[config.mk]
export PLATFORM = sky130hd
export DESIGN_NAME = fpucw_core
export DESIGN_NICKNAME = d
export VERILOG_FILES = /design/src/common/fpucw_pkg.sv /design/src/core/fpucw_core.sv
export SDC_FILE = /design/constraint.sdc
export NUM_CORES = 1
export LEC_CHECK = 0
export ABC_AREA = 1
export BUFFER_PORTS_ARGS = -buffer_cell sky130_fd_sc_hd__buf_2
export CORE_UTILIZATION = 35
export CTS_CLUSTER_DIAMETER = 30
export DETAILED_ROUTE_END_ITERATION = 16
export PLACE_DENSITY_LB_ADDON = 0.25
export SYNTH_ARGS = -nofsm -noshare
export SYNTH_HDL_FRONTEND = slang
export SYNTH_SLANG_ARGS = --single-unit
[constraint.sdc]
create_clock -name sys_clk -period 13.2 [get_ports sys_clk]
set_input_delay 1.32 -clock sys_clk [delete_from_list [all_inputs] [get_ports sys_clk]]
set_output_delay 1.32 -clock sys_clk [all_outputs]
set_load 0.02 [all_outputs]
[src/common/fpucw_pkg.sv]
// constants, carriers and codes shared by the fp control-write and convert block
package fpucw_pkg;
  // -------------------------------------------------------------
  // instruction encoding
  // -------------------------------------------------------------
  localparam logic [5:0] OPC_FP = 6'h11; // fp_major_opcode
  localparam logic [4:0] SUB_MTC = 5'h06; // move_to_fp_control sub-opcode
  localparam logic [5:0] FN_CVTD = 6'h21; // convert_to_double function
  localparam logic [5:0] FN_CVTL = 6'h25; // convert_to_long function
  localparam logic [4:0] FMT_S = 5'h10;
  localparam logic [4:0] FMT_D = 5'h11;
  localparam logic [4:0] FMT_W = 5'h14;
  localparam logic [4:0] FMT_L = 5'h15;
  // control-register selectors (views of fp_control_status)
  localparam logic [4:0] SEL_CONDV = 5'h19;
  localparam logic [4:0] SEL_CAUSEV = 5'h1A;
  localparam logic [4:0] SEL_ENV = 5'h1C;
  localparam logic [4:0] SEL_FULL = 5'h1F;
  // -------------------------------------------------------------
  // fp_control_status fields
  // -------------------------------------------------------------
  localparam int RM_LO = 0;
  localparam int FLAG_LO = 2;
  localparam int EN_LO = 7;
  localparam int CAUSE_LO = 12;
  localparam int CAUSE_UNIMP = 17;
  localparam int CC_BIT = 23;
  localparam int FS_BIT = 24;
  localparam int BIT_V = 4; // offsets inside a five-bit field: V Z O U I
  localparam int BIT_I = 0;
  localparam logic [31:0] FP_CONTROL_STATUS_RST = 32'h0000_0000;
  localparam logic [1:0] RM_NEAR = 2'h0;
  localparam logic [1:0] RM_ZERO = 2'h1;
  localparam logic [1:0] RM_PINF = 2'h2;
  localparam logic [1:0] RM_MINF = 2'h3;
  // -------------------------------------------------------------
  // numeric constants
  // -------------------------------------------------------------
  localparam logic [63:0] LONG_MAXPOS = 64'h7FFF_FFFF_FFFF_FFFF;
  localparam logic [64:0] LONG_NEGMAG = 65'h0_8000_0000_0000_0000;
  localparam logic [63:0] DBL_QNAN = 64'h7FF8_0000_0000_0000;
  localparam logic [10:0] DBL_EXPMAX = 11'h7FF;
  localparam logic [10:0] DBL_BIAS = 11'h3FF;
  localparam logic [10:0] SGL_REBIAS = 11'h380;
  localparam logic [10:0] INT_EXPTOP = 11'h43E;
  // -------------------------------------------------------------
  // software register port
  // -------------------------------------------------------------
  localparam logic [3:0] REG_CSR = 4'h0;
  localparam logic [3:0] REG_STAT = 4'h4;
  // -------------------------------------------------------------
  // types
  // -------------------------------------------------------------
  typedef enum logic [1:0] {
    EXC_NONE = 2'b00,
    EXC_CPU = 2'b01,
    EXC_RI = 2'b10,
    EXC_FPE = 2'b11
  } fpucw_exc_t;
  typedef struct packed {
    logic valid;
    logic [31:0] word;
    logic [63:0] general_register;
    logic [63:0] operand;
  } fpucw_req_t;
  typedef struct packed {
    logic valid;
    logic [4:0] dest;
    logic [63:0] data;
  } fpucw_res_t;
  typedef struct packed {
    logic valid;
    fpucw_exc_t code;
  } fpucw_trap_t;
endpackage

[src/core/fpucw_core.sv]
// fp control write, convert-to-double and convert-to-long execution block
`timescale 1ns/10ps
`default_nettype none
module fpucw_core (
  input wire logic sys_clk,
  input wire logic rst_b,
  input wire fpucw_pkg::fpucw_req_t req,
  input wire logic cuEnable,
  input wire logic [3:0] regAddr,
  input wire logic [31:0] regWdata,
  input wire logic regWrite,
  input wire logic regRead,
  output logic [31:0] regRdata,
  output fpucw_pkg::fpucw_res_t res,
  output fpucw_pkg::fpucw_trap_t trap
);
  // -------------------------------------------------------------
  // reset release
  // -------------------------------------------------------------
  logic rstMeta; // first stage, read only by rstN
  logic rstN; // synchronised active-low reset
  // async assert, two-flop release
  always_ff @(posedge sys_clk or negedge rst_b) begin
    if (!rst_b) begin
      rstMeta <= 1'b0;
      rstN <= 1'b0;
    end else begin
      rstMeta <= 1'b1;
      rstN <= rstMeta;
    end
  end
  // -------------------------------------------------------------
  // helpers
  // -------------------------------------------------------------
  // increment decision for the current rounding mode
  function automatic logic rndInc(input logic [1:0] rm, input logic sgn,
                                  input logic lsb, input logic half, input logic st);
    case (rm)
      fpucw_pkg::RM_NEAR: rndInc = half & (st | lsb);
      fpucw_pkg::RM_PINF: rndInc = ~sgn & (half | st);
      fpucw_pkg::RM_MINF: rndInc = sgn & (half | st);
      default: rndInc = 1'b0;
    endcase
  endfunction
  // leading zero count over 64 bits; scanning upward lets the highest set bit win
  function automatic logic [6:0] clz64(input logic [63:0] v);
    clz64 = 7'h40;
    for (int i = 0; i < 64; i++) begin
      if (v[i])
        clz64 = 7'(63 - i);
    end
  endfunction
  // -------------------------------------------------------------
  // decode
  // -------------------------------------------------------------
  logic [31:0] fp_control_status; // fp_control_status
  logic [4:0] fmt;
  logic [4:0] selField; // control-register selector / source_reg_field
  logic isFp, isMtc, isCvtD, isCvtL, badFmt;
  logic [1:0] rm;
  assign fmt = req.word[25:21];
  assign selField = req.word[15:11];
  assign rm = fp_control_status[fpucw_pkg::RM_LO +: 2];
  assign isFp = req.valid && req.word[31:26] == fpucw_pkg::OPC_FP;
  // sub-opcode, gpr_source_field in 20..16, low eleven bits zero
  assign isMtc = isFp && fmt == fpucw_pkg::SUB_MTC && req.word[10:0] == 11'h000;
  assign isCvtD = isFp && req.word[5:0] == fpucw_pkg::FN_CVTD && req.word[20:16] == 5'h00;
  assign isCvtL = isFp && req.word[5:0] == fpucw_pkg::FN_CVTL && req.word[20:16] == 5'h00;
  // formats outside the instruction's set are reserved
  assign badFmt = (isCvtD && !(fmt == fpucw_pkg::FMT_S || fmt == fpucw_pkg::FMT_W || fmt == fpucw_pkg::FMT_L)) ||
                  (isCvtL && !(fmt == fpucw_pkg::FMT_S || fmt == fpucw_pkg::FMT_D));
  // -------------------------------------------------------------
  // operand unpack to double fields
  // -------------------------------------------------------------
  logic dSign, dNan, dSnan, dInf, dDen, dZero;
  logic [10:0] dExp;
  logic [51:0] dFrac;
  // single widens exactly; subnormals go to software
  always_comb begin
    if (fmt == fpucw_pkg::FMT_S) begin
      dSign = req.operand[31];
      dFrac = {req.operand[22:0], 29'h0};
      dExp = (req.operand[30:23] == 8'hFF) ? fpucw_pkg::DBL_EXPMAX :
             (req.operand[30:23] == 8'h00) ? 11'h000 : {3'h0, req.operand[30:23]} + fpucw_pkg::SGL_REBIAS;
    end else begin
      dSign = req.operand[63];
      dExp = req.operand[62:52];
      dFrac = req.operand[51:0];
    end
    dNan = dExp == fpucw_pkg::DBL_EXPMAX && dFrac != 52'h0;
    dSnan = dNan && !dFrac[51];
    dInf = dExp == fpucw_pkg::DBL_EXPMAX && dFrac == 52'h0;
    dDen = dExp == 11'h000 && dFrac != 52'h0;
    dZero = dExp == 11'h000 && dFrac == 52'h0;
  end
  // -------------------------------------------------------------
  // integer to double
  // -------------------------------------------------------------
  logic [63:0] intIn, intMag, intNorm;
  logic [6:0] intLz;
  logic intInc, intInexact;
  logic [53:0] intSum;
  logic [10:0] intExp;
  logic [63:0] intDbl;
  // word inputs fit 53 bits, so guard and sticky stay clear
  always_comb begin
    intIn = (fmt == fpucw_pkg::FMT_W) ? {{32{req.operand[31]}}, req.operand[31:0]} : req.operand;
    intMag = intIn[63] ? 64'(-intIn) : intIn;
    intLz = clz64(intMag);
    intNorm = intMag << intLz;
    intInc = rndInc(rm, intIn[63], intNorm[11], intNorm[10], |intNorm[9:0]);
    intInexact = intNorm[10] | (|intNorm[9:0]);
    intSum = {1'b0, intNorm[63:11]} + {53'h0, intInc};
    intExp = fpucw_pkg::INT_EXPTOP - {4'h0, intLz} + {10'h0, intSum[53]};
    intDbl = (intMag == 64'h0) ? 64'h0 : {intIn[63], intExp, intSum[53] ? 52'h0 : intSum[51:0]};
  end
  // -------------------------------------------------------------
  // float to long
  // -------------------------------------------------------------
  logic signed [12:0] unbExp;
  logic [127:0] wide;
  logic [63:0] lInt;
  logic lHalf, lSticky, lInc, lOvf;
  logic [64:0] lMag;
  logic [63:0] lRes;
  // 64 fraction bits below the point make guard and sticky plain slices
  always_comb begin
    unbExp = 13'(signed'({2'b00, dExp})) - 13'(signed'({2'b00, fpucw_pkg::DBL_BIAS}));
    wide = 128'h0;
    lInt = 64'h0;
    lHalf = 1'b0;
    lSticky = 1'b0;
    lOvf = 1'b0;
    if (unbExp < -13'sd1) begin
      lSticky = !dZero; // zero also lands here and carries no sticky bit
    end else if (unbExp > 13'sd63) begin
      lOvf = 1'b1;
    end else if (unbExp == 13'sd63) begin
      lOvf = !(dSign && dFrac == 52'h0); // only -2^63 survives
      lInt = 64'h8000_0000_0000_0000;
    end else begin
      wide = {75'h0, 1'b1, dFrac} << 7'(unbExp + 13'sd12);
      lInt = wide[127:64];
      lHalf = wide[63];
      lSticky = |wide[62:0];
    end
    lInc = rndInc(rm, dSign, lInt[0], lHalf, lSticky);
    lMag = {1'b0, lInt} + {64'h0, lInc};
    // range judged on the rounded magnitude
    if (dSign ? lMag > fpucw_pkg::LONG_NEGMAG : lMag > {1'b0, fpucw_pkg::LONG_MAXPOS})
      lOvf = 1'b1;
    lRes = dSign ? 64'(-lMag) : lMag[63:0];
  end
  // -------------------------------------------------------------
  // result and cause selection for conversions
  // -------------------------------------------------------------
  logic [5:0] cvCause; // E V Z O U I
  logic [63:0] cvData;
  always_comb begin
    cvCause = 6'h00;
    cvData = 64'h0;
    if (isCvtD) begin
      if (fmt != fpucw_pkg::FMT_S) begin
        cvData = intDbl;
        cvCause[fpucw_pkg::BIT_I] = intInexact && fmt == fpucw_pkg::FMT_L;
      end else if (dDen) begin
        cvCause[5] = 1'b1;
      end else if (dNan) begin
        cvData = fpucw_pkg::DBL_QNAN;
        cvCause[fpucw_pkg::BIT_V] = dSnan;
      end else begin
        cvData = {dSign, dExp, dFrac};
      end
    end else begin
      if (dDen) begin
        cvCause[5] = 1'b1;
      end else if (dNan || dInf || lOvf) begin
        cvCause[fpucw_pkg::BIT_V] = 1'b1;
        cvData = fpucw_pkg::LONG_MAXPOS;
      end else begin
        cvData = lRes;
        cvCause[fpucw_pkg::BIT_I] = lHalf | lSticky;
      end
    end
  end
  // -------------------------------------------------------------
  // next control/status value
  // -------------------------------------------------------------
  logic [31:0] gw; // low general_register word
  logic [31:0] next_fp_control_status;
  logic mtcOk, mtcTrap, cvTrap, isCv;
  assign gw = req.general_register[31:0];
  assign isCv = (isCvtD || isCvtL) && cuEnable && !badFmt;
  assign cvTrap = cvCause[5] | (|(cvCause[4:0] & fp_control_status[fpucw_pkg::EN_LO +: 5]));
  // undefined selectors and nonzero guard bits leave the register alone
  always_comb begin
    next_fp_control_status = fp_control_status;
    mtcOk = 1'b0;
    if (isMtc && cuEnable) begin
      case (selField)
        fpucw_pkg::SEL_CONDV: begin
          mtcOk = gw[31:8] == 24'h0;
          if (mtcOk) begin
            next_fp_control_status[31:25] = gw[7:1];
            next_fp_control_status[fpucw_pkg::CC_BIT] = gw[0];
          end
        end
        fpucw_pkg::SEL_CAUSEV: begin
          mtcOk = gw[22:18] == 5'h00;
          if (mtcOk) begin
            next_fp_control_status[17:12] = gw[17:12];
            next_fp_control_status[6:2] = gw[6:2];
          end
        end
        fpucw_pkg::SEL_ENV: begin
          mtcOk = gw[22:18] == 5'h00;
          if (mtcOk) begin
            next_fp_control_status[fpucw_pkg::FS_BIT] = gw[2];
            next_fp_control_status[11:7] = gw[11:7];
            next_fp_control_status[1:0] = gw[1:0];
          end
        end
        fpucw_pkg::SEL_FULL: begin
          mtcOk = gw[22:18] == 5'h00;
          if (mtcOk)
            next_fp_control_status = gw;
        end
        default: mtcOk = 1'b0;
      endcase
    end else if (isCv) begin
      next_fp_control_status[17:12] = cvCause;
      if (!cvTrap)
        next_fp_control_status[6:2] = fp_control_status[6:2] | cvCause[4:0];
    end else if (regWrite && regAddr == fpucw_pkg::REG_CSR) begin
      next_fp_control_status = regWdata;
    end
  end
  // except on condition-view writes, unimplemented cause always traps; others need their enable
  assign mtcTrap = mtcOk && selField != fpucw_pkg::SEL_CONDV &&
                   (next_fp_control_status[fpucw_pkg::CAUSE_UNIMP] ||
                    |(next_fp_control_status[fpucw_pkg::CAUSE_LO +: 5] & next_fp_control_status[fpucw_pkg::EN_LO +: 5]));
  // -------------------------------------------------------------
  // state
  // -------------------------------------------------------------
  fpucw_pkg::fpucw_trap_t trapStage; // raised with the register update
  fpucw_pkg::fpucw_exc_t lastExc; // last exception code, readable
  // control/status register
  always_ff @(posedge sys_clk or negedge rstN) begin
    if (!rstN)
      fp_control_status <= fpucw_pkg::FP_CONTROL_STATUS_RST;
    else
      fp_control_status <= next_fp_control_status;
  end
  // conversion result; nothing written when trapping
  always_ff @(posedge sys_clk or negedge rstN) begin
    if (!rstN) begin
      res <= '0;
    end else begin
      res.valid <= isCv && !cvTrap;
      res.dest <= req.word[10:6];
      res.data <= cvData;
    end
  end
  // trap staged on the same edge as the register write
  always_ff @(posedge sys_clk or negedge rstN) begin
    if (!rstN) begin
      trapStage <= '0;
    end else begin
      trapStage <= '0;
      if (isFp && !cuEnable) begin
        trapStage.valid <= 1'b1;
        trapStage.code <= fpucw_pkg::EXC_CPU;
      end else if (badFmt) begin
        trapStage.valid <= 1'b1;
        trapStage.code <= fpucw_pkg::EXC_RI;
      end else if (mtcTrap || (isCv && cvTrap)) begin
        trapStage.valid <= 1'b1;
        trapStage.code <= fpucw_pkg::EXC_FPE;
      end
    end
  end
  // trap output follows the updated register by one cycle
  always_ff @(posedge sys_clk or negedge rstN) begin
    if (!rstN)
      trap <= '0;
    else
      trap <= trapStage;
  end
  // last exception code for software
  always_ff @(posedge sys_clk or negedge rstN) begin
    if (!rstN)
      lastExc <= fpucw_pkg::EXC_NONE;
    else if (trapStage.valid)
      lastExc <= trapStage.code;
  end
  // -------------------------------------------------------------
  // software read port
  // -------------------------------------------------------------
  // read data stands in the cycle after the strobe only
  always_ff @(posedge sys_clk or negedge rstN) begin
    if (!rstN) begin
      regRdata <= 32'h0000_0000;
    end else if (regRead) begin
      case (regAddr)
        fpucw_pkg::REG_CSR: regRdata <= fp_control_status;
        fpucw_pkg::REG_STAT: regRdata <= {30'h0, lastExc};
        default: regRdata <= 32'h0000_0000;
      endcase
    end else begin
      regRdata <= 32'h0000_0000;
    end
  end
endmodule // fpucw_core
`default_nettype wire

# == Word-level counts from Yosys, hierarchy flattened ==
# Cells that the tools add are included.
# totals
mem_bits_ro,0
regBits,144
mem_count,0
mem_bits_rw,0
wordCells,280
output_inout_bits,105
input_bits,202
latch_bits,0
# classes
bitwise_logic,16
reduce_logical,64
n_shift,2
n_mul,0
n_eq_ne,31
add_sub_neg,9
mux,138
div,0
n_lt_le_gt_ge,4
# op_table
op,count
64-bit two-way mux,13
7-bit two-way mux,65
32-bit two-way mux,4
64-bit negator,2
53-bit by 7-bit left shift with 128-bit output,1
52-bit two-way mux,2
64-bit by 1-bit adder with 65-bit output,1
65-bit by 63-bit > comparator with 1-bit output (second input constant),1
65-bit by 64-bit > comparator with 1-bit output (second input constant),1
64-bit zero test,1
32-bit one-hot mux with 2 select lines,1
64-bit by 7-bit left shift with 64-bit output,1
63-bit OR reduction,1
53-bit by 1-bit adder with 54-bit output,1
52-bit zero test,1
52-bit nonzero test,1
5-bit == test (second input constant),8
11-bit two-way mux,3
5-bit two-way mux,6
1-bit logical AND,25
24-bit zero test,1
1-bit two-way mux,24
11-bit zero test,2
5-bit one-hot mux with 2 select lines,2
other kinds (47),96

# == Longest topological paths before layout ==
# Gate-level depths: netlist (run 1).
# logic_depth
word_depth,88
ltp_mapped,96
ltp_nobuf,94

# == Worst setup path before layout (run 1) ==
# OpenSTA, ideal clock, no wires.
# synth_timing
path_kind,input port to flip-flop
from,input req[151] (netlist name)
to,register res[59] (netlist name)
setup_time_ps,140
path_buffers,6
t_arrival_ps,10352
t_required_ps,13060
stages,69
slack_ps,2708
path_cell_list,nor2_1 -> nand2_4 -> nor2_8 -> inv_4 -> nand2_2 -> o21ai_4 -> buf_2 -> ha_1 -> or2_2 -> nand2_2 -> inv_2 -> buf_2 -> buf_1 -> ha_1 -> inv_2 -> clkbuf_1 -> clkbuf_1 -> clkbuf_1 -> (+33 left out) -> nand2_1 -> nor3_2 -> nand4_2 -> nor2_4 -> nand4_2 -> nor2_2 -> nand3_2 -> nor2_2 -> inv_2 -> nor2_2 -> inv_2 -> nor2_2 -> inv_2 -> o21ai_2 -> xor2_1 -> nand2_1 -> nand2_1 -> o221ai_1
# synth_between
elab_chain_cells,77
elab_cells_between_ends,139
classes_between,add/sub: 8; order compare: 4; eq/ne: 5; shift: 2; mux: 93; bitwise: 12; reduce/logical: 15
# synth_lines
item,line_no,source
start: declaration,fpucw_core.sv:7,"input wire fpucw_pkg::fpucw_req_t req,"
5-bit == test,fpucw_core.sv:107,"intIn = (fmt == fpucw_pkg::FMT_W) ? {{32{req.operand[31]}}, req.operand[31:0]} : req.operand;"
64-bit two-way mux,fpucw_core.sv:107,
64-bit two-way mux,fpucw_core.sv:108,intMag = intIn[63] ? 64'(-intIn) : intIn;
7-bit two-way mux (64 in a row),fpucw_core.sv:49,if (v[i])
64-bit by 7-bit left shift with 64-bit output,fpucw_core.sv:110,intNorm = intMag << intLz;
10-bit OR reduction,fpucw_core.sv:111,"intInc = rndInc(rm, intIn[63], intNorm[11], intNorm[10], |intNorm[9:0]);"
"1-bit OR, on equally long branches","fpucw_core.sv:40, fpucw_core.sv:41, fpucw_core.sv:39",
"1-bit AND, on equally long branches","fpucw_core.sv:41, fpucw_core.sv:39, fpucw_core.sv:40",
1-bit one-hot mux with 3 select lines,fpucw_core.sv:38,case (rm)
53-bit by 1-bit adder with 54-bit output,fpucw_core.sv:113,"intSum = {1'b0, intNorm[63:11]} + {53'h0, intInc};"
11-bit by 1-bit adder with 11-bit output,fpucw_core.sv:114,"intExp = fpucw_pkg::INT_EXPTOP - {4'h0, intLz} + {10'h0, intSum[53]};"
64-bit two-way mux,fpucw_core.sv:115,"intDbl = (intMag == 64'h0) ? 64'h0 : {intIn[63], intExp, intSum[53] ? 52'h0 : intSum[51:0]};"
64-bit two-way mux,fpucw_core.sv:163,if (fmt != fpucw_pkg::FMT_S) begin
64-bit two-way mux (*),fpucw_core.sv:162,if (isCvtD) begin
via cvData[59],fpucw_core.sv:158,logic [63:0] cvData;
end: declaration,fpucw_core.sv:14,"output fpucw_pkg::fpucw_res_t res,"
# Mark *: on every way through the listed nets, which the timed path passes. The rest lies on a longest branch.
# A chain may end at the register's enable or synchronous reset.

# == Final worst setup path (run 1) ==
# layout_timing
from,input req[151] (netlist name)
to,register trapStage[1] (netlist name)
# layout_between
elab_cells_between_ends,167
classes_between,add/sub: 4; order compare: 4; eq/ne: 8; shift: 2; mux: 102; bitwise: 10; reduce/logical: 37
# layout_rtl
item,line_no,source
5-bit == test,"fpucw_core.sv:70, fpucw_core.sv:71, fpucw_core.sv:80",
11-bit two-way mux,fpucw_core.sv:80,if (fmt == fpucw_pkg::FMT_S) begin
11-bit by 10-bit subtractor with 12-bit output,fpucw_core.sv:128,"unbExp = 13'(signed'({2'b00, dExp})) - 13'(signed'({2'b00, fpucw_pkg::DBL_BIAS}));"
7-bit by 5-bit adder with 7-bit output,fpucw_core.sv:142,"wide = {75'h0, 1'b1, dFrac} << 7'(unbExp + 13'sd12);"
53-bit by 7-bit left shift with 128-bit output,fpucw_core.sv:142,
63-bit OR reduction,fpucw_core.sv:145,lSticky = |wide[62:0];
1-bit two-way mux,fpucw_core.sv:138,end else if (unbExp == 13'sd63) begin
1-bit two-way mux,fpucw_core.sv:136,end else if (unbExp > 13'sd63) begin
(+14 left out),n/a,
via next_fp_control_status[16],fpucw_core.sv:190,logic [31:0] next_fp_control_status;
5-bit AND (*),fpucw_core.sv:241,|(next_fp_control_status[fpucw_pkg::CAUSE_LO +: 5] & next_fp_control_status[fpucw_pkg::EN_LO +: 5]));
5-bit OR reduction (*),fpucw_core.sv:241,
1-bit logical OR (*),fpucw_core.sv:240,(next_fp_control_status[fpucw_pkg::CAUSE_UNIMP] ||
1-bit logical AND (*),fpucw_core.sv:239,assign mtcTrap = mtcOk && selField != fpucw_pkg::SEL_CONDV &&
1-bit logical OR (*),fpucw_core.sv:276,end else if (mtcTrap || (isCv && cvTrap)) begin
3-bit two-way mux (*),fpucw_core.sv:276,
3-bit two-way mux (*),fpucw_core.sv:273,end else if (badFmt) begin
3-bit two-way mux (*),fpucw_core.sv:270,if (isFp && !cuEnable) begin
end: declaration,fpucw_core.sv:245,fpucw_pkg::fpucw_trap_t trapStage;
# Marks and branches as above.

==> results of run 1 <==
routing by layer:
metal / vias to the layer above / wire, um / GRT usage (%) / part of all wire [%]
met5: - / 0 / 0 / 0
met4: 0 / 5430 / 14.1 / 4.7
met3: 214 / 8670 / 3.90 / 7.6
met2: 1455 / 51600 / 50.7 / 45
met1: 14300 / 48800 / 40.9 / 43
li1: 15200 / - / - / -
metrics by stage:
stage                     instances  power [mW]
after floorplan                4557        1.70
after global placement         5594        2.29
after detailed placement       5594        2.29
after CTS                      5626        2.81
after global routing           5626        3.03
final                          5626        2.84
layout by cell type (no fill, tap or decap), types with 17 or more instances in the layout:
cell type and count:
a21oi_1 54, buf_2 274, o22ai_1 28, buf_4 46, nand3_1 670, o21ai_1 63, nor3_2 18, nand2_1 1271
inv_1 495, nand2_2 23, nor2_2 22, inv_2 34, dfrtp_1 143, nor3_1 77, a31oi_1 21, o21ai_0 398
nor2_1 441, xnor2_1 45, nor4_1 45, o211ai_1 23, xor2_1 150, nand4_1 93, clkbuf_16 17
how the worst max path moves through the flow:
stage / start / end / slack [ns] / cells after the start
final: req[151] / trapStage[1] / 1.04 / 64
after global routing: req[151] / fp_control_status[2] / 0.07 / 61
after CTS: req[151] / trapStage[1] / 1.25 / 64
after detailed placement: req[151] / trapStage[1] / 0.80 / 64
after global placement: req[31] / res[29] / 0.88 / 92
after floorplan: req[151] / res[59] / 2.71 / 69
critical path, delay by kind of cell:
kind	cells	cell delay [ns]
xor gates and xnor gates	1	0.26
AOI/OAI and AO/OA	9	2.16
adders and majority gates	4	1.02
buffers and inverters	15	2.25
and+or+nand+nor	35	5.41
sequential cells by signal, indices dropped and copies added, names as in the netlist:
signal,flops
res,70
trapStage,3
regRdata,32
lastExc,2
rstMeta,1
trap,3
rstN,1
fp_control_status,32
layout make-up:
type / count / area, um^2 / share of cell area (%)
clock buffers: 17 / 425 / 1.55
clock inverters: 15 / 173 / 0.630
inverters: 543 / 2050 / 7.50
multi-input cells: 3646 / 18200 / 66.5
flip-flops and latches: 144 / 3610 / 13.2
well taps: 940 / 1180 / 4.29
repair buffers: 321 / 1740 / 6.34
logic make-up after synthesis:
logic type	after synthesis	synth area share, %
buf+inv	767	12.0
xor+xnor	196	6.97
other cells	1	0.0152
fa+ha+maj	14	0.708
flops	144	14.6
simple gates	2743	49.7
mux	13	0.536
compound gates	679	15.5
synthesized netlist by cell type, types with 42 or more instances:
cell type,number,area (um^2)
nand3_1,670,3350
xor2_1,150,1310
clkbuf_1,139,522
dfrtp_1,144,3600
a21oi_1,54,270
nor4_1,45,282
nand2_1,1276,4790
nand4_1,93,582
inv_1,497,1870
xnor2_1,45,394
nor3_1,77,385
nor2_1,443,1660
buf_1,42,158
o21ai_1,63,315
o21ai_0,399,2000
where the power goes:
part	switching [mW]	internal, mW	total [mW]	leakage [nW]
combinational	1.33	0.483	1.82	11.0
clock	0.255	0.254	0.509	0.287
sequential	0.0247	0.494	0.519	1.72
==> summary.txt, run 1 <==
Route
  – DRC Markers: 0
  – DRT iter0 DRCs: 3613
  – Vias: 31200
  – Routed vias/inst: 5.54
  – First-pass detailed-route iteration total: 6
  – Wire per inst: 20.4 um
  – Detail Route Antenna Nets: 0
  – Total length of routed wires: 115 mm

Logic synthesis
  – Count of state elements after synthesis: 144
  – Fraction of registers with async set/reset: 100%
  – Cells after synthesis: 4557
  – Ys Warns: 0
  – Number of flops mapped to enable cells by yosys: 0
  – Synthesized net count: 4773
  – Sequential element share of the synthesized area: 14.6%
  – Post-Syn Area per Cell: 5.43 um^2
  – Post-synthesis cell type count: 81
  – Synth Flop Type: dfrtp_1
  – Cell Area, Synth: 24700 um^2

Place
  – Area post-placement: 26800 um^2
  – Post-place setup slack: 0.798 ns
  – Gpl congestion: 1.02
  – Buffers on Ports: 274
  – Post-DP HPWL: 93.6 mm

Clock network
  – Htree depth: 4
  – Post_cts resized: 0
  – Clock Tree Root: clkbuf_16
  – Hold-fix buffers, CTS: 0
  – Clock Latency Late Sink: 0.47 ns
  – Clock Tree Buf Depth: 2
  – CTS sink cnt: 144
  – Clock slew at reported path FFs: 0.08 ns
  – # Post-CTS Setup Buffers: 0
  – CTS Buf Count: 17
  – CTS tree: done

Layout
  – Layout overhead on the synthesized area: 10.7%
  – Filler instances: 8003
  – Cell area after layout: 27400 um^2
  – Antenna Cells: 0
  – Layout Utilization: 39.1%
  – Layout cells sized above 1: 11.4%
  – Final net count: 4889

STA
  – RSZ-0062 raised after global routing: no
  – Clock skew: 0.0243 ns
  – Final slew viol count: 0
  – Post-route setup slack: 1.04 ns
  – Period utilisation layout: 92.1%
  – Fmax: 82.2 MHz
  – Setup TNS: 0 ns
  – Post-layout min period: 12.16 ns
  – Rel. slew slack: 24.2%
  – Worst-Margin Slew: 1.13 ns
  – Final Hold Slack: 0.275 ns
  – Setup-failing EPs final: 0
  – Hold Fails Final Rpt: 0

GRT
  – Initial antenna violation count: 1
  – GR Util All Layers: 31.1%
  – Grt total ovfl: 0
  – First-pass GRT wire length: 170 mm
  – Largest net degree at the start of global routing: 60
  – Vias in the first global route: 27900

Setup path
  – FF-to-FF setup slack: 6.22 ns
  – CP Class: input pin to flip-flop
  – CP peak stage delay: 0.51 ns
  – Startpoint types: input pin
  – Crit. End Element: flip-flop
  – Length in cells of the worst reg-to-reg path: 43
  – Worst Path Required: 13.56 ns
  – Worst r2r dst: trapStage[1]
  – CP max FO: 54
  – FF-to-FF Start: fp_control_status[0]
  – Slowest cell on the critical path: buf_4
  – CP arrival: 12.51 ns

Power
  – Worst vdd ir: 0.0000683 V
  – Leakage power: 13.0 nW
  – Pwr dens: 104 nW/um^2

Floorplan
  – Die ar.: 71800 um^2
  – Site row count: 97
  – Initial Utilization: 35.3%
  – # IOs: 307
  – Die height: 268 um
  – Die X: 268 um
  – CORE AREA: 70000 um^2

Hold path
  – Type of the worst min-delay path: flip-flop to asynchronous set/reset pin

Job
  – Maxcap violations: 0

Run status
  – Status: complete, no violations
Note: power is estimated with default switching activity, not from simulation.
==> run 2: changes to the inputs <==
--- a/config.mk
+++ b/config.mk
@@ -7,6 +7,7 @@
 export LEC_CHECK = 0
 export ABC_AREA = 1
 export BUFFER_PORTS_ARGS = -buffer_cell sky130_fd_sc_hd__buf_2
+export CAP_MARGIN = 20
 export CORE_UTILIZATION = 35
 export CTS_CLUSTER_DIAMETER = 30
 export DETAILED_ROUTE_END_ITERATION = 16
==> constraint.sdc (replaced) <==
create_clock -name sys_clk -period 15.8 [get_ports sys_clk]
set_input_delay 1.58 -clock sys_clk [delete_from_list [all_inputs] [get_ports sys_clk]]
set_output_delay 1.58 -clock sys_clk [all_outputs]
set_load 0.02 [all_outputs]
==> summary.txt, run 2 (same netlist as run 1, synthesis figures left out) <==
STA
  – RSZ-0062 raised after global routing: no
  – Clock skew: 0.0238 ns (-0.000524 ns)
  – Period utilisation layout: 83.0%
  – Setup-failing EPs final: 0 (unchanged)
  – Rel. slew slack: 27.5% (+3.3 points)
  – Hold Fails Final Rpt: 0 (unchanged)
  – Post-layout min period: 13.12 ns
  – Final slew viol count: 0 (unchanged)
  – Worst-Margin Slew: 1.08 ns (-0.0531 ns)
  – Setup TNS: 0 ns (unchanged)
  – Fmax: 76.2 MHz

Setup path
  – Worst r2r dst: fp_control_status[6]
  – CP peak stage delay: 0.72 ns (+0.21 ns)
  – CP Launch Point: req[151]
  – FF-to-FF Start: fp_control_status[0]
  – CP Class: input pin to flip-flop
  – CP arrival: 13.45 ns (+0.94 ns)
  – Most frequent CP cell: nand2_1
  – FF-to-FF setup slack: 8.68 ns (+2.46 ns)
  – Worst Path Required: 16.13 ns (+2.57 ns)
  – Slowest cell on the critical path: nand2_1
  – CP max FO: 57 (+5.6%)
  – Crit. End Element: flip-flop
  – Length in cells of the worst reg-to-reg path: 41 (-4.7%)
  – Startpoint types: input pin

Power
  – Leakage power: 13.0 nW (-0.19%)
  – Pwr dens: 86.3 nW/um^2 (-17%)
  – Worst vdd ir: 0.0000732 V (+7.2%)

Place
  – Post-DP HPWL: 91.1 mm (-2.6%)
  – Placed insts: 5586 (-0.14%)
  – Gpl congestion: 1.04 (+1.6%)
  – Buffers on Ports: 274 (unchanged)

Clock network
  – Clock Latency Late Sink: 0.45 ns (-0.02 ns)
  – Htree depth: 4 (unchanged)
  – Clock slew at reported path FFs: 0.08 ns (about the same)
  – # Post-CTS Setup Buffers: 0 (unchanged)
  – Post_cts resized: 0 (unchanged)
  – Hold-fix buffers, CTS: 0 (unchanged)
  – CTS tree: done
  – Clock Tree Buf Depth: 2 (unchanged)
  – CTS sink cnt: 144 (unchanged)
  – Clock Tree Root: clkbuf_16
  – CTS Buf Count: 17 (unchanged)

Floorplan
  – CORE AREA: 70000 um^2 (unchanged)
  – # IOs: 307 (unchanged)
  – Die X: 268 um (unchanged)
  – Die height: 268 um (unchanged)
  – Site row count: 97 (unchanged)
  – Die ar.: 71800 um^2 (unchanged)
  – Initial Utilization: 35.3% (unchanged)

Layout
  – Filler instances: 7955 (-0.60%)
  – Max reg flops: 70 (unchanged)
  – Registers with the most flip-flops: res (70), fp_control_status (32), regRdata (32)
  – Most common cell after layout, fill and taps aside: nand2_1
  – Area of the multi-input gates: 18200 um^2 (about the same)
  – Layout overhead on the synthesized area: 10.5%
  – FF/Latch Area: 3610 um^2 (unchanged)
  – Layout cells sized above 1: 11.2% (-0.15 points)
  – Most frequent cells in the layout: 1272 x nand2_1, 670 x nand3_1, 495 x inv_1
  – Largest reg by FF count: res
  – Cell Count, Final, Fillers Out: 5619 (-0.12%)
  – Antenna Cells: 0 (unchanged)
  – Final net count: 4882 (-0.14%)

Route
  – Routed vias/inst: 5.53 (-0.13%)
  – Detail Route Antenna Nets: 0 (unchanged)
  – Wire per inst: 19.9 um (-2.2%)
  – DRT iter0 DRCs: 3856 (+6.7%)
  – First-pass detailed-route iteration total: 6 (unchanged)
  – Vias: 31100 (-0.25%)
  – DRC Markers: 0 (unchanged)
  – Total length of routed wires: 112 mm (-2.4%)

GRT
  – First-pass GRT wire length: 164 mm (-3.2%)
  – Grt total ovfl: 0 (unchanged)
  – Vias in the first global route: 27400 (-1.7%)
  – GR Util All Layers: 30.2% (-0.97 points)
  – Initial antenna violation count: 3 (+2)
  – Largest net degree at the start of global routing: 74 (+23%)

Job
  – Maxcap violations: 0 (unchanged)

Run status
  – Status: complete, no violations

Hold path
  – Type of the worst min-delay path: flip-flop to asynchronous set/reset pin
==> run 2: cell type report <==
| type | count | area share [%] |
|---|---|---|
| clock buffers | 17 | 1.56 |
| clock inverters | 15 | 0.654 |
| inverters | 543 | 7.52 |
| multi-input cells | 3646 | 66.6 |
| flip-flops and latches | 144 | 13.2 |
| well taps | 940 | 4.30 |
| repair buffers | 314 | 6.16 |
==> run 2: worst max-delay path by stage <==
stage | slack [ns] | to | cells past startpoint
2_1_floorplan | 5.05 | res[59] | 69
3_3_place_gp | 2.54 | trapStage[1] | 62
3_5_place_dp | 2.47 | trapStage[1] | 62
4_1_cts | 2.90 | trapStage[1] | 64
5_1_grt | 1.65 | fp_control_status[6] | 62
6_report | 2.68 | fp_control_status[6] | 62
==> run 2: routing by layer <==
metal / routed length [um] / global-route usage [%] / vias up / share of wire [%]
li1: - / - / 15200 / -
met1: 46800 / 39.4 / 14100 / 42
met2: 49800 / 48.7 / 1486 / 45
met3: 8430 / 3.28 / 271 / 7.5
met4: 6710 / 16.0 / 2 / 6.0
met5: 11 / 0 / - / 0.0098
==> run 2: worst max-delay path, delay by kind of cell <==
family | cells | cell delay, ns
AND/OR/NAND/NOR | 36 | 6.77
buffers and inverters | 13 | 1.91
AO/OA/AOI/OAI | 8 | 1.71
adder cells (fa/ha/maj) | 4 | 1.04
XOR/XNOR | 1 | 0.30
==> run 2: per-stage QoR <==
stage                     hold slack [ns]  area [um^2]  utilization [%]  setup slack, ns  power [mW]
after detailed placement            0.352        26700             38.1             2.47        1.90
after global placement              0.335        26700             38.1             2.54        1.90
final                               0.296        27300             39.0             2.68        2.36
after floorplan                     0.331        24700                -             5.05        1.42
after global routing                0.337        27300             39.0             1.65        2.51
after CTS                           0.376        27300             39.0             2.90        2.33
==> run 2: where the power goes <==
part	total (mW)	internal, mW	leakage, nW	switching, mW
combinational	1.51	0.402	11.0	1.11
sequential	0.431	0.413	1.72	0.0184
clock	0.418	0.215	0.296	0.204
